### src/rtl/ocinrush_pkg.sv
// package: register map, field layouts and constants for the start and inrush block
package ocinrush_pkg;
   // register byte offsets
   localparam logic [7:0] CTRL_OFF   = 8'h00;
   localparam logic [7:0] THR_OFF    = 8'h04;
   localparam logic [7:0] LIFT_OFF   = 8'h08;
   localparam logic [7:0] SEFTHR_OFF = 8'h0C;
   localparam logic [7:0] STAT_OFF   = 8'h10;
   localparam logic [7:0] IRQ_OFF    = 8'h14;
   localparam logic [7:0] MASK_OFF   = 8'h18;
   localparam logic [7:0] ELEM_OFF   = 8'h1C;

   // control field positions
   localparam int CTRL_RM_PH  = 0;
   localparam int CTRL_RM_GND = 1;
   localparam int CTRL_XBLK   = 2;
   localparam int CTRL_W      = 3;

   // per-element blocking type: bit0 phase oc, bit1 measured gnd, bit2 derived gnd,
   // bit3 sensitive gnd, bit4 negative sequence
   localparam int ELEM_W = 5;
   localparam int EL_POC = 0;
   localparam int EL_MEF = 1;
   localparam int EL_DEF = 2;
   localparam int EL_SEF = 3;
   localparam int EL_NPS = 4;

   // interrupt event bits
   localparam int EV_PH  = 0;
   localparam int EV_GND = 1;
   localparam int EV_HA  = 2;
   localparam int EV_SEF = 3;
   localparam int EV_W   = 4;

   // reset values
   localparam logic [CTRL_W-1:0] CTRL_RST   = 3'h0;
   localparam logic [ELEM_W-1:0] ELEM_RST   = 5'h1F;
   localparam logic [7:0]        THR_RST    = 8'h12;  // ratio in percent
   localparam logic [15:0]       LIFT_RST   = 16'hFFFF;
   localparam logic [7:0]        SEFTHR_RST = 8'h12;
   localparam logic [EV_W-1:0]   MASK_RST   = 4'h0;

   // current magnitude scale: 1 lsb = 1 mA
   localparam int          CUR_W        = 16;
   localparam logic [15:0] SEF_MIN_MA   = 16'h0004;  // 4 mA
   localparam logic [15:0] SEF_MAX_MA   = 16'h0708;  // 1800 mA
   localparam logic [15:0] LOW_CUR_MA   = 16'h0032;  // fixed low-current level
   localparam int          DROPOFF_CYC  = 1;         // power-system cycles

   // measured quantities for one current input, updated per power-system cycle
   typedef struct packed {
      logic [CUR_W-1:0] fund;    // fundamental rms
      logic [CUR_W-1:0] harm2;   // second harmonic rms
      logic [CUR_W-1:0] peak;    // largest sample over the previous cycle
   } meas_s;
endpackage

### src/rtl/harm_detect.sv
// module: second-harmonic ratio detector for one current input
`timescale 1ns/1ps
`default_nettype none
module harm_detect #(
   parameter int W = 16
) (
   input  wire logic         aclk,
   input  wire logic         aresetn,
   input  wire logic         sample,
   input  wire logic [W-1:0] fund,
   input  wire logic [W-1:0] harm2,
   input  wire logic [7:0]   thr_pct,
   input  wire logic [W-1:0] lift,
   input  wire logic [W-1:0] low_lvl,
   output logic              detect
);
   // ratio test without a divider: harm2*100 > fund*thr
   wire logic [W+7:0] harm_scaled = harm2 * (W+8)'(100);
   wire logic [W+7:0] fund_scaled = fund * (W+8)'(thr_pct);
   wire logic         ratio_high  = harm_scaled > fund_scaled;
   wire logic         lifted      = fund > lift;
   wire logic         enough      = fund > low_lvl;
   wire logic         det_next    = ratio_high & ~lifted & enough;

   always_ff @(posedge aclk) begin
      if (!aresetn) begin
         detect <= 1'b0;
      end else if (sample) begin
         detect <= det_next;
      end
   end
endmodule // harm_detect
`default_nettype wire

### src/rtl/ocinrush_top.sv
// module: blocked start logic and second-harmonic inrush blocking with AXI4-Lite registers
`timescale 1ns/1ps
`default_nettype none
module ocinrush_top #(
   parameter int STAGES = 4
) (
   input  wire logic                  aclk,
   input  wire logic                  aresetn,
   // axi4-lite slave
   input  wire logic [7:0]            s_axi_awaddr,
   input  wire logic                  s_axi_awvalid,
   output logic                       s_axi_awready,
   input  wire logic [31:0]           s_axi_wdata,
   input  wire logic [3:0]            s_axi_wstrb,
   input  wire logic                  s_axi_wvalid,
   output logic                       s_axi_wready,
   output logic [1:0]                 s_axi_bresp,
   output logic                       s_axi_bvalid,
   input  wire logic                  s_axi_bready,
   input  wire logic [7:0]            s_axi_araddr,
   input  wire logic                  s_axi_arvalid,
   output logic                       s_axi_arready,
   output logic [31:0]                s_axi_rdata,
   output logic [1:0]                 s_axi_rresp,
   output logic                       s_axi_rvalid,
   input  wire logic                  s_axi_rready,
   // per-cycle measurement strobe and quantities
   input  wire logic                  cycle_tick,
   input  wire ocinrush_pkg::meas_s   meas_a,
   input  wire ocinrush_pkg::meas_s   meas_b,
   input  wire ocinrush_pkg::meas_s   meas_c,
   input  wire ocinrush_pkg::meas_s   meas_sef,
   // stage starts, same clock domain
   input  wire logic [STAGES-1:0]     phase_start,
   input  wire logic [STAGES-1:0]     ground_start,
   input  wire logic [STAGES-1:0]     sef_start,
   input  wire logic                  breaker_fail_alarm,
   // outputs to contacts and protection elements
   output logic                       blocked_phase_start,
   output logic                       blocked_ground_start,
   output logic [STAGES-1:0]          phase_start_out,
   output logic [STAGES-1:0]          ground_start_out,
   output logic [STAGES-1:0]          sef_start_out,
   output logic                       phase_a_harmonic_block,
   output logic                       phase_b_harmonic_block,
   output logic                       phase_c_harmonic_block,
   output logic                       any_phase_harmonic_block,
   output logic                       sensitive_ground_harmonic_block,
   output logic [2:0]                 phase_oc_inhibit,
   output logic                       measured_ground_inhibit,
   output logic                       derived_ground_inhibit,
   output logic                       sensitive_ground_inhibit,
   output logic                       negative_sequence_inhibit,
   output logic                       irq
);
   localparam int CW = ocinrush_pkg::CUR_W;

   // ------------------------------------------------------------
   // registers
   // ------------------------------------------------------------
   logic [ocinrush_pkg::CTRL_W-1:0] ctrl_reg;
   logic [ocinrush_pkg::ELEM_W-1:0] elem_reg;
   logic [7:0]                      thr_reg;
   logic [CW-1:0]                   lift_reg;
   logic [7:0]                      sefthr_reg;
   logic [ocinrush_pkg::EV_W-1:0]   irq_reg;
   logic [ocinrush_pkg::EV_W-1:0]   mask_reg;
   logic [ocinrush_pkg::EV_W-1:0]   ev_prev_reg;
   logic                            sef_hold_reg;
   logic [1:0]                      drop_cnt_reg;

   // ------------------------------------------------------------
   // blocked start logic
   // ------------------------------------------------------------
   wire logic ph_or  = |phase_start;
   // ground start draws on the phase starts, as the scheme is documented
   wire logic gnd_or = |phase_start;
   wire logic bps_next = ph_or & ~(breaker_fail_alarm & ctrl_reg[ocinrush_pkg::CTRL_RM_PH]);
   wire logic bgs_next = gnd_or & ~(breaker_fail_alarm & ctrl_reg[ocinrush_pkg::CTRL_RM_GND]);

   always_ff @(posedge aclk) begin
      if (!aresetn) begin
         blocked_phase_start  <= 1'b0;
         blocked_ground_start <= 1'b0;
         phase_start_out      <= '0;
         ground_start_out     <= '0;
         sef_start_out        <= '0;
      end else begin
         blocked_phase_start  <= bps_next;
         blocked_ground_start <= bgs_next;
         phase_start_out      <= phase_start;
         ground_start_out     <= ground_start;
         sef_start_out        <= sef_start;
      end
   end

   // ------------------------------------------------------------
   // phase harmonic detection
   // ------------------------------------------------------------
   logic [2:0] ph_det;
   wire ocinrush_pkg::meas_s ph_meas [3] = '{meas_a, meas_b, meas_c};

   genvar gi;
   generate
      for (gi = 0; gi < 3; gi++) begin : g_phase
         // ratio, lift and low level tests
         harm_detect #(.W(CW)) u_det (
            .aclk    (aclk),
            .aresetn (aresetn),
            .sample  (cycle_tick),
            .fund    (ph_meas[gi].fund),
            .harm2   (ph_meas[gi].harm2),
            .thr_pct (thr_reg),
            .lift    (lift_reg),
            .low_lvl (ocinrush_pkg::LOW_CUR_MA),
            .detect  (ph_det[gi])
         );
      end
   endgenerate

   assign phase_a_harmonic_block   = ph_det[0];
   assign phase_b_harmonic_block   = ph_det[1];
   assign phase_c_harmonic_block   = ph_det[2];
   assign any_phase_harmonic_block = |ph_det;

   // ------------------------------------------------------------
   // sensitive ground harmonic detection
   // ------------------------------------------------------------
   logic sef_raw;
   // the 4 mA floor doubles as the low-current level here
   harm_detect #(.W(CW)) u_sef (
      .aclk    (aclk),
      .aresetn (aresetn),
      .sample  (cycle_tick),
      .fund    (meas_sef.fund),
      .harm2   (meas_sef.harm2),
      .thr_pct (sefthr_reg),
      .lift    (lift_reg),
      .low_lvl (ocinrush_pkg::SEF_MIN_MA - 16'h0001),
      .detect  (sef_raw)
   );

   // peak test registered on the same tick so it aligns with sef_raw
   logic sef_over_reg;
   always_ff @(posedge aclk) begin
      if (!aresetn) begin
         sef_over_reg <= 1'b0;
      end else if (cycle_tick) begin
         sef_over_reg <= meas_sef.peak > ocinrush_pkg::SEF_MAX_MA;
      end
   end
   wire logic sef_cond = sef_raw & ~sef_over_reg;

   // instant pick-up, release held one tick after the condition clears
   always_ff @(posedge aclk) begin
      if (!aresetn) begin
         drop_cnt_reg <= 2'h0;
      end else if (sef_cond) begin
         drop_cnt_reg <= 2'(ocinrush_pkg::DROPOFF_CYC);
      end else if (cycle_tick && drop_cnt_reg != 2'h0) begin
         drop_cnt_reg <= drop_cnt_reg - 2'h1;
      end
   end
   always_ff @(posedge aclk) begin
      if (!aresetn) begin
         sef_hold_reg <= 1'b0;
      end else begin
         sef_hold_reg <= sef_cond | (drop_cnt_reg != 2'h0);
      end
   end
   // pick-up passes combinationally from the registered detector
   assign sensitive_ground_harmonic_block = sef_cond | sef_hold_reg;

   // ------------------------------------------------------------
   // element inhibit outputs
   // ------------------------------------------------------------
   wire logic       xblk      = ctrl_reg[ocinrush_pkg::CTRL_XBLK];
   wire logic       ph_en     = elem_reg[ocinrush_pkg::EL_POC];
   wire logic [2:0] ph_sel    = xblk ? {3{any_phase_harmonic_block}} : ph_det;
   // measured and derived ground elements follow the phase any-signal; sensitive ground follows its own block
   assign phase_oc_inhibit          = ph_sel & {3{ph_en}};
   assign measured_ground_inhibit   = elem_reg[ocinrush_pkg::EL_MEF] & any_phase_harmonic_block;
   assign derived_ground_inhibit    = elem_reg[ocinrush_pkg::EL_DEF] & any_phase_harmonic_block;
   assign sensitive_ground_inhibit  = elem_reg[ocinrush_pkg::EL_SEF] & sensitive_ground_harmonic_block;
   assign negative_sequence_inhibit = elem_reg[ocinrush_pkg::EL_NPS] & any_phase_harmonic_block;

   // ------------------------------------------------------------
   // interrupts
   // ------------------------------------------------------------
   wire logic [ocinrush_pkg::EV_W-1:0] ev_now = {sensitive_ground_harmonic_block, any_phase_harmonic_block,
                                                 blocked_ground_start, blocked_phase_start};
   wire logic [ocinrush_pkg::EV_W-1:0] ev_rise = ev_now & ~ev_prev_reg;
   assign irq = |(irq_reg & mask_reg);

   // ------------------------------------------------------------
   // axi4-lite slave
   // ------------------------------------------------------------
   logic        aw_got_reg;
   logic        w_got_reg;
   logic [7:0]  awaddr_reg;
   logic [31:0] wdata_reg;
   logic [3:0]  wstrb_reg;
   logic        bvalid_reg;
   logic [1:0]  bresp_reg;
   logic        rvalid_reg;
   logic [1:0]  rresp_reg;
   logic [31:0] rdata_reg;

   assign s_axi_awready = ~aw_got_reg & ~bvalid_reg;
   assign s_axi_wready  = ~w_got_reg & ~bvalid_reg;
   assign s_axi_arready = ~rvalid_reg;
   assign s_axi_bvalid  = bvalid_reg;
   assign s_axi_bresp   = bresp_reg;
   assign s_axi_rvalid  = rvalid_reg;
   assign s_axi_rresp   = rresp_reg;
   assign s_axi_rdata   = rdata_reg;

   wire logic        aw_take = s_axi_awvalid & s_axi_awready;
   wire logic        w_take  = s_axi_wvalid & s_axi_wready;
   wire logic        aw_have = aw_got_reg | aw_take;
   wire logic        w_have  = w_got_reg | w_take;
   wire logic        wr_go   = aw_have & w_have;
   wire logic [7:0]  wa      = aw_got_reg ? awaddr_reg : s_axi_awaddr;
   wire logic [31:0] wd      = w_got_reg ? wdata_reg : s_axi_wdata;
   wire logic [3:0]  ws      = w_got_reg ? wstrb_reg : s_axi_wstrb;

   wire logic wr_ctrl = wr_go & (wa == ocinrush_pkg::CTRL_OFF) & ws[0];
   wire logic wr_thr  = wr_go & (wa == ocinrush_pkg::THR_OFF) & ws[0];
   wire logic wr_lift = wr_go & (wa == ocinrush_pkg::LIFT_OFF);
   wire logic wr_sthr = wr_go & (wa == ocinrush_pkg::SEFTHR_OFF) & ws[0];
   wire logic wr_irq  = wr_go & (wa == ocinrush_pkg::IRQ_OFF) & ws[0];
   wire logic wr_mask = wr_go & (wa == ocinrush_pkg::MASK_OFF) & ws[0];
   wire logic wr_elem = wr_go & (wa == ocinrush_pkg::ELEM_OFF) & ws[0];
   wire logic wr_ok   = (wa == ocinrush_pkg::CTRL_OFF) | (wa == ocinrush_pkg::THR_OFF) |
                        (wa == ocinrush_pkg::LIFT_OFF) | (wa == ocinrush_pkg::SEFTHR_OFF) |
                        (wa == ocinrush_pkg::STAT_OFF) | (wa == ocinrush_pkg::IRQ_OFF) |
                        (wa == ocinrush_pkg::MASK_OFF) | (wa == ocinrush_pkg::ELEM_OFF);

   wire logic [CW-1:0] lift_next = {ws[1] ? wd[15:8] : lift_reg[15:8], ws[0] ? wd[7:0] : lift_reg[7:0]};

   always_ff @(posedge aclk) begin
      if (!aresetn) begin
         aw_got_reg <= 1'b0;
         w_got_reg  <= 1'b0;
         awaddr_reg <= 8'h00;
         wdata_reg  <= 32'h0000_0000;
         wstrb_reg  <= 4'h0;
         bvalid_reg <= 1'b0;
         bresp_reg  <= 2'h0;
      end else begin
         if (aw_take) awaddr_reg <= s_axi_awaddr;
         if (w_take) wdata_reg <= s_axi_wdata;
         if (w_take) wstrb_reg <= s_axi_wstrb;
         aw_got_reg <= aw_have & ~wr_go;
         w_got_reg  <= w_have & ~wr_go;
         if (wr_go) begin
            bvalid_reg <= 1'b1;
            bresp_reg  <= wr_ok ? 2'h0 : 2'h2;
         end else if (s_axi_bready) begin
            bvalid_reg <= 1'b0;
         end
      end
   end

   always_ff @(posedge aclk) begin
      if (!aresetn) begin
         ctrl_reg    <= ocinrush_pkg::CTRL_RST;
         elem_reg    <= ocinrush_pkg::ELEM_RST;
         thr_reg     <= ocinrush_pkg::THR_RST;
         lift_reg    <= ocinrush_pkg::LIFT_RST;
         sefthr_reg  <= ocinrush_pkg::SEFTHR_RST;
         mask_reg    <= ocinrush_pkg::MASK_RST;
         irq_reg     <= '0;
         ev_prev_reg <= '0;
      end else begin
         if (wr_ctrl) ctrl_reg <= wd[ocinrush_pkg::CTRL_W-1:0];
         if (wr_elem) elem_reg <= wd[ocinrush_pkg::ELEM_W-1:0];
         if (wr_thr) thr_reg <= wd[7:0];
         if (wr_lift) lift_reg <= lift_next;
         if (wr_sthr) sefthr_reg <= wd[7:0];
         if (wr_mask) mask_reg <= wd[ocinrush_pkg::EV_W-1:0];
         ev_prev_reg <= ev_now;
         // a new event wins over a same-cycle clear
         irq_reg <= (irq_reg & ~(wr_irq ? wd[ocinrush_pkg::EV_W-1:0] : '0)) | ev_rise;
      end
   end

   // read path
   wire logic [31:0] rd_mux =
      (s_axi_araddr == ocinrush_pkg::CTRL_OFF)   ? {29'h0, ctrl_reg} :
      (s_axi_araddr == ocinrush_pkg::THR_OFF)    ? {24'h0, thr_reg} :
      (s_axi_araddr == ocinrush_pkg::LIFT_OFF)   ? {16'h0, lift_reg} :
      (s_axi_araddr == ocinrush_pkg::SEFTHR_OFF) ? {24'h0, sefthr_reg} :
      (s_axi_araddr == ocinrush_pkg::STAT_OFF)   ? {24'h0, sensitive_ground_harmonic_block, ph_det,
                                                    any_phase_harmonic_block, blocked_ground_start,
                                                    blocked_phase_start, breaker_fail_alarm} :
      (s_axi_araddr == ocinrush_pkg::IRQ_OFF)    ? {28'h0, irq_reg} :
      (s_axi_araddr == ocinrush_pkg::MASK_OFF)   ? {28'h0, mask_reg} :
      (s_axi_araddr == ocinrush_pkg::ELEM_OFF)   ? {27'h0, elem_reg} : 32'h0000_0000;
   wire logic rd_ok = (s_axi_araddr <= ocinrush_pkg::ELEM_OFF) & (s_axi_araddr[1:0] == 2'h0);

   always_ff @(posedge aclk) begin
      if (!aresetn) begin
         rvalid_reg <= 1'b0;
         rresp_reg  <= 2'h0;
         rdata_reg  <= 32'h0000_0000;
      end else if (s_axi_arvalid && s_axi_arready) begin
         rvalid_reg <= 1'b1;
         rresp_reg  <= rd_ok ? 2'h0 : 2'h2;
         rdata_reg  <= rd_mux;
      end else if (s_axi_rready) begin
         rvalid_reg <= 1'b0;
      end
   end
endmodule // ocinrush_top
`default_nettype wire

### config.mk
export PLATFORM = sky130hd
export DESIGN_NAME = ocinrush_top
export DESIGN_NICKNAME = d
export VERILOG_FILES = /design/src/rtl/ocinrush_pkg.sv /design/src/rtl/harm_detect.sv /design/src/rtl/ocinrush_top.sv
export SDC_FILE = /design/constraint.sdc
export NUM_CORES = 2
export LEC_CHECK = 0
export BUFFER_PORTS_ARGS = -buffer_cell sky130_fd_sc_hd__buf_4
export CORE_UTILIZATION = 46
export CTS_CLUSTER_DIAMETER = 120
export CTS_CLUSTER_SIZE = 30
export DETAILED_ROUTE_END_ITERATION = 8
export MAX_ROUTING_LAYER = met4
export PLACE_DENSITY = 0.74
export SLEW_MARGIN = 20
export SYNTH_ARGS = -nofsm -noshare
export SYNTH_HDL_FRONTEND = slang
export SYNTH_SLANG_ARGS = --single-unit
### constraint.sdc
create_clock -name aclk -period 10.6 [get_ports aclk]
set_clock_uncertainty 0.15 [all_clocks]
set_input_delay 2.65 -clock aclk [delete_from_list [all_inputs] [get_ports aclk]]
set_output_delay 2.65 -clock aclk [all_outputs]
set_load 0.02 [all_outputs]
== After elaboration in Yosys (flattened, before gate mapping) ==
Index checks and enable logic that the tools add are counted.

* Register bits after elaboration: 140
* Latch bits: 0
* Bits in writable memories: 0
* ROM bits: 0
* Memories: 0

* Add/subtract/negate cells: 1
* $mul: 8
* Div/mod/pow operators: 0
* Order comparisons: 14
* Equal/unequal tests: 14
* Shift operators: 0
* Muxes and demuxes: 21
* Bitwise logic cells: 69
* Reduce and logical (&&, ||, !) cells: 15

{| class="wikitable"
|+ Operators with widths
! kind !! count
|-
| 23-bit by 24-bit > comparator with 1-bit output || 4
|-
| 16-bit by 8-bit multiplier with 24-bit output || 4
|-
| 16-bit by 5-bit multiplier with 21-bit output, second input constant || 4
|-
| 8-bit by 5-bit equality test with 1-bit output, second input constant || 8
|-
| 16-bit > comparator || 4
|-
| 16-bit 2-to-1 mux || 4
|-
| 16-bit by 6-bit > comparator with 1-bit output, second input constant || 3
|-
| 1-bit bitwise AND || 38
|-
| 8-bit by 4-bit equality test with 1-bit output, second input constant || 4
|-
| 8-bit 2-to-1 mux || 3
|-
| 8-bit by 3-bit equality test with 1-bit output, second input constant || 2
|-
| 16-bit by 11-bit > comparator with 1-bit output, second input constant || 1
|-
| 16-bit by 2-bit > comparator with 1-bit output, second input constant || 1
|-
| 8-bit zero test || 2
|-
| 5-bit 2-to-1 mux || 3
|-
| 1-bit NOT || 13
|-
| 4-bit bitwise AND || 3
|-
| 1-bit bitwise OR || 11
|-
| 8-bit by 5-bit <= comparator with 1-bit output, second input constant || 1
|-
| 4-bit NOT || 2
|-
| 2-bit nonzero test || 4
|-
| 4-bit OR reduction || 2
|-
| 1-bit 2-to-1 mux || 6
|-
| 2-bit 2-to-1 mux || 3
|-
| other kinds (10) || 12
|}

== Longest topological paths before layout ==
* Word-level depth: 11
* Mapped depth: 28
* Gate-level depth less buffers: 26

== Modules after synthesis ==
From an unflattened synthesis, not the netlist that was laid out.

* Cell total of the unflattened synthesis: 3913
* Area total of the unflattened synthesis: 33084.2 um^2

{| class="wikitable"
|+ By module, submodules not included
! module !! times used !! cells each !! area an instance (um^2)
|-
| harm_detect (g_phase[2].u_det) || 1 || 838 || 6919.1
|-
| harm_detect (g_phase[1].u_det) || 1 || 830 || 6906.6
|-
| harm_detect (g_phase[0].u_det) || 1 || 833 || 6905.4
|-
| harm_detect (u_sef) || 1 || 822 || 6877.8
|-
| ocinrush_top || 1 || 590 || 5475.3
|}

== Least setup slack after synthesis ==
No wires, ideal clock.

* Path type: input to register
* Start point: input port meas_c[32] (netlist bit)
* End point: register g_phase[2].u_det.detect
* Arrival time: 8089 ps
* Slack: 2232 ps
* Cell stages on the path: 24
* Buffers on the path: 1
* Cell sequence: clkbuf_1 > nand2_1 > fa_1 > fa_1 > inv_1 > fa_1 > inv_1 > fa_1 > inv_1 > ha_1 > or4_1 > o21ai_1 > o21ai_0 > o21a_1 > o21ai_0 > nand2b_1 > xnor2_1 > ha_1 > nand4_1 > or4_1 > nor4_1 > nor3_1 > o311ai_0 > o21ai_0

* Longest elaborated chain between the ends: 4
* Elaborated cells between the ends (all ways): 7
* Those cells by class: 1 x mul; 3 x order compare; 3 x bitwise

{| class="wikitable"
|+ Ends and longest elaborated chain
! element !! line !! text
|-
| start, declared || ocinrush_top.sv:31 || <nowiki>input wire ocinrush_pkg::meas_s meas_c,</nowiki>
|-
| 16-bit by 8-bit multiplier with 24-bit output / 16-bit > comparator (equally long branches) || harm_detect.sv:19, harm_detect.sv:21 ||
|-
| 23-bit by 24-bit > comparator with 1-bit output / 1-bit NOT (equally long branches) || harm_detect.sv:20, harm_detect.sv:23 ||
|-
| 1-bit bitwise AND || harm_detect.sv:23 || <nowiki>wire logic det_next = ratio_high & ~lifted & enough;</nowiki>
|-
| 1-bit bitwise AND * || harm_detect.sv:23 ||
|-
| end signal, assigned || harm_detect.sv:29 || <nowiki>detect <= det_next;</nowiki>
|-
| end, declared || harm_detect.sv:15 || <nowiki>output logic detect</nowiki>
|}

Mark *: on every way between the ends. The rest lies on a longest branch, timed or not.
A chain may end at the register's enable or synchronous reset.

== Final worst setup path ==
* Start point: input port meas_c[33] (netlist bit)
* End point: register g_phase[2].u_det.detect

Same word-level chain as after synthesis.

==> results_dict.tcl <==
set metrics [dict create \
    status "finished, violations left" \
    violations "design-rule violations" \
    ir_drop_mv 0.09952 \
    finalHoldViolations 0 \
    r2r_cells 21 \
    hold_class "register to register" \
    drive_gt1_share_pct 8.288 \
    critPathArrivalTime_ns 9.07 \
    avgSynthCellArea_sq_um 8.387 \
    maxCapViolCount 0 \
    synth_edf_count 0 \
    timing.rr.start "thr_reg[3]$_SDFFE_PN0P_" \
    pre_cts_ws_ns 1.328 \
    postRouteAntennaNets 0 \
    fin_crit_ns 8.954 \
    chipHeight_um 261.2 \
    final_common_cell "inv_1" \
    worst_slew_pin_slew_ns 1.114 \
    ys.flop_type "dfxtp_1" \
    antenna_found_initial 5 \
    layout_worst_path_cycle_share_pct 84.47 \
    cp_max_fo 10 \
    crit_start "meas_c[33]" \
    power_leakage_nw 17.97 \
    hpwl_um 60920 \
    drt_iter0_drc 1263 \
    via_count 25088 \
    syn_area_sq_um 30920 \
    cp.required_ns 10.72 \
    grt_pass1_vias 24747 \
    clock_latency_ns 0.43 \
    worstSetupEndpointType "register" \
    grt_max_degree 63 \
    synth_top_area_share_pct 24.61 \
    worstReg2RegEnd "g_phase[2].u_det.detect$_SDFFE_PN0P_" \
    htreeDepth 4 \
    setup-violations-final 0 \
    synth.distinct_cells 70 \
    rows 94 \
    clockBufferDepth 2 \
    hp-start "wdata_reg[4]$_SDFFE_PN0P_" \
    dieArea_sq_um 68250 \
    finalMaxSlewViolations 0 \
    grt_pass1_wl_um 122900 \
    start_kind "input pin" \
    numPortBuffers 248 \
    final_cell_mix "688 x inv_1, 533 x ha_1, 426 x and2_1" \
    place.gp.congestion 0.8804 \
    ys_warn_count 0 \
    rrSetupSlack_ns 2.95 \
    cts_buffers 17 \
    cts_setup_buffers 0 \
    area_delta_synth_final_pct 10.28 \
    core_sq_um 66100 \
    start_util_pct 46.77 \
    synthArstFlopShare_pct 0 \
    slew_headroom_pct 25.55 \
    first_pass_iters 7 \
    worst_slack_ns 1.646 \
    yosysSeqAreaShare_pct 7.900 \
    ys_seq_elements 122 \
    boundaryPins 333 \
    power_density_nw_per_um2 85.00 \
    post_drt_wl_per_cell_um 15.91 \
    routed_wirelength_um 75490 \
    tns_ns 0 \
    critPathKind "input pin to register" \
    endpoint "g_phase[2].u_det.detect$_SDFFE_PN0P_" \
    synth.largest_area_cell "fa_1" \
    rsz0062_at_grt "no" \
    drc 36 \
    root_buffer "clkbuf_16" \
    grt_usage_pct 22.88 \
    max_clock_freq_mhz 111.7 \
    vias_per_cell 5.287 \
    hold_buffers 0 \
    synth_area_leaders "fa_1 25%, ha_1 22%, and2_1 8.6%" \
    cts_tree "done" \
    cts_resized 0 \
    layout.nets 5038 \
    grt.overflow.total 0 \
    synth_cells 3686 \
    clock_sinks 122 \
    fillerInstances 6295 \
    die_w_um 261.2 \
    path_clk_slew_ns 0.06 \
]
## worst min path at each step
| stage | to | cells after the start |
|---|---|---|
| 2_1_floorplan | blocked_ground_start$_SDFF_PN0_ | 1 |
| 3_3_place_gp | wdata_reg[10]$_SDFFE_PN0P_ | 2 |
| 3_5_place_dp | wdata_reg[14]$_SDFFE_PN0P_ | 2 |
| 4_1_cts | wdata_reg[14]$_SDFFE_PN0P_ | 2 |
| 5_1_grt | wdata_reg[14]$_SDFFE_PN0P_ | 2 |
| 6_report | wdata_reg[4]$_SDFFE_PN0P_ | 2 |
## metrics by stage
step / hold WS, ns / cells / power, mW / instance area, sq um / utilization [%]
after global placement: 0.2952 / 4705 / 2.285 / 33480 / 50.66
after global routing: 0.3377 / 4742 / 3.196 / 34090 / 51.57
after floorplan: 0.2752 / 3703 / 1.880 / 30980 / -
final: 0.3120 / 4745 / 2.898 / 34090 / 51.58
after detailed placement: 0.3039 / 4705 / 2.324 / 33480 / 50.66
after CTS: 0.3120 / 4737 / 2.909 / 34070 / 51.55
## cells in the mapped netlist (6+ instances only)
cell and n:
a211o_1 11, a211oi_1 24, xnor2_1 87, nand2b_1 28
and2_1 426, a31oi_1 11, o211ai_1 34, nand2_1 320
o31ai_1 14, a21oi_1 153, mux2i_1 19, a21boi_0 41
or3_1 11, a221oi_1 6, nand4_1 24, inv_1 688
a21o_1 49, buf_4 18, nand3b_1 6, o21a_1 31
nor3_1 38, o31a_1 6, nor2b_1 35, o21bai_1 18
fa_1 380, or2_2 9, nor2_1 115, o211a_1 17
o2111ai_1 14, mux2_2 7, dfxtp_1 122, ha_1 533
nand3_1 57, xor2_1 41, clkbuf_1 98, nor4_1 15
and3_1 6, o21ai_0 92, a22oi_1 11
## logic make-up (layout without fill, tap and decap cells)
logic type	after synthesis	in the layout	share of synthesized area, %
and+or+nand+nor	1109	1109	18.71
adders and majority gates	913	913	46.18
buffers and inverters	811	981	10.08
AOI/OAI and AO/OA	574	574	12.48
xor gates and xnor gates	128	128	3.626
DFF	122	122	7.900
muxes	28	28	1.016
other	1	26	0.01213
## routing by layer
layer | track usage (%) | wire [um]
met2 | 39.45 | 37240
met3 | 2.865 | 4197
met5 | - | 0
met1 | 28.76 | 33030
met4 | 4.312 | 1028
## report_power, final
part	total (mW)	switching [mW]	internal [mW]
Clock	0.578	0.224	0.354
Sequential	0.508	0.0241	0.484
Combinational	1.81	1.00	0.811
Total	2.90	1.25	1.65
## layout make-up
class                           count  area (sq um)  share of cell area (%)
Clock buffer                       19         442.9                   1.299
Tap cell                          864          1081                   3.171
Sequential cell                   122          2442                   7.164
Clock inverter                     13         146.4                  0.4294
Multi-Input combinational cell   2770         25420                   74.57
Inverter                          689          2586                   7.586
Timing Repair Buffer              260          1952                   5.725
Antenna cell                        8         20.02                 0.05872
## critical path: stages
cell and delay, ns:
buf_4 0.15, and2_1 0.18, fa_1 0.51, fa_1 0.53, fa_1 0.55, inv_1 0.06, fa_1 0.54, inv_1 0.04
ha_1 0.25, or4_1 0.53, o21ai_1 0.26, o21ai_0 0.22, o21ai_0 0.42, o21ba_2 0.19, o21bai_1 0.07, xnor2_1 0.14
ha_1 0.19, a22o_1 0.22, nor4_1 0.21, o21ai_0 0.18, o311ai_0 0.77, o21ai_0 0.20
Note: power is estimated with default switching activity, not from simulation.
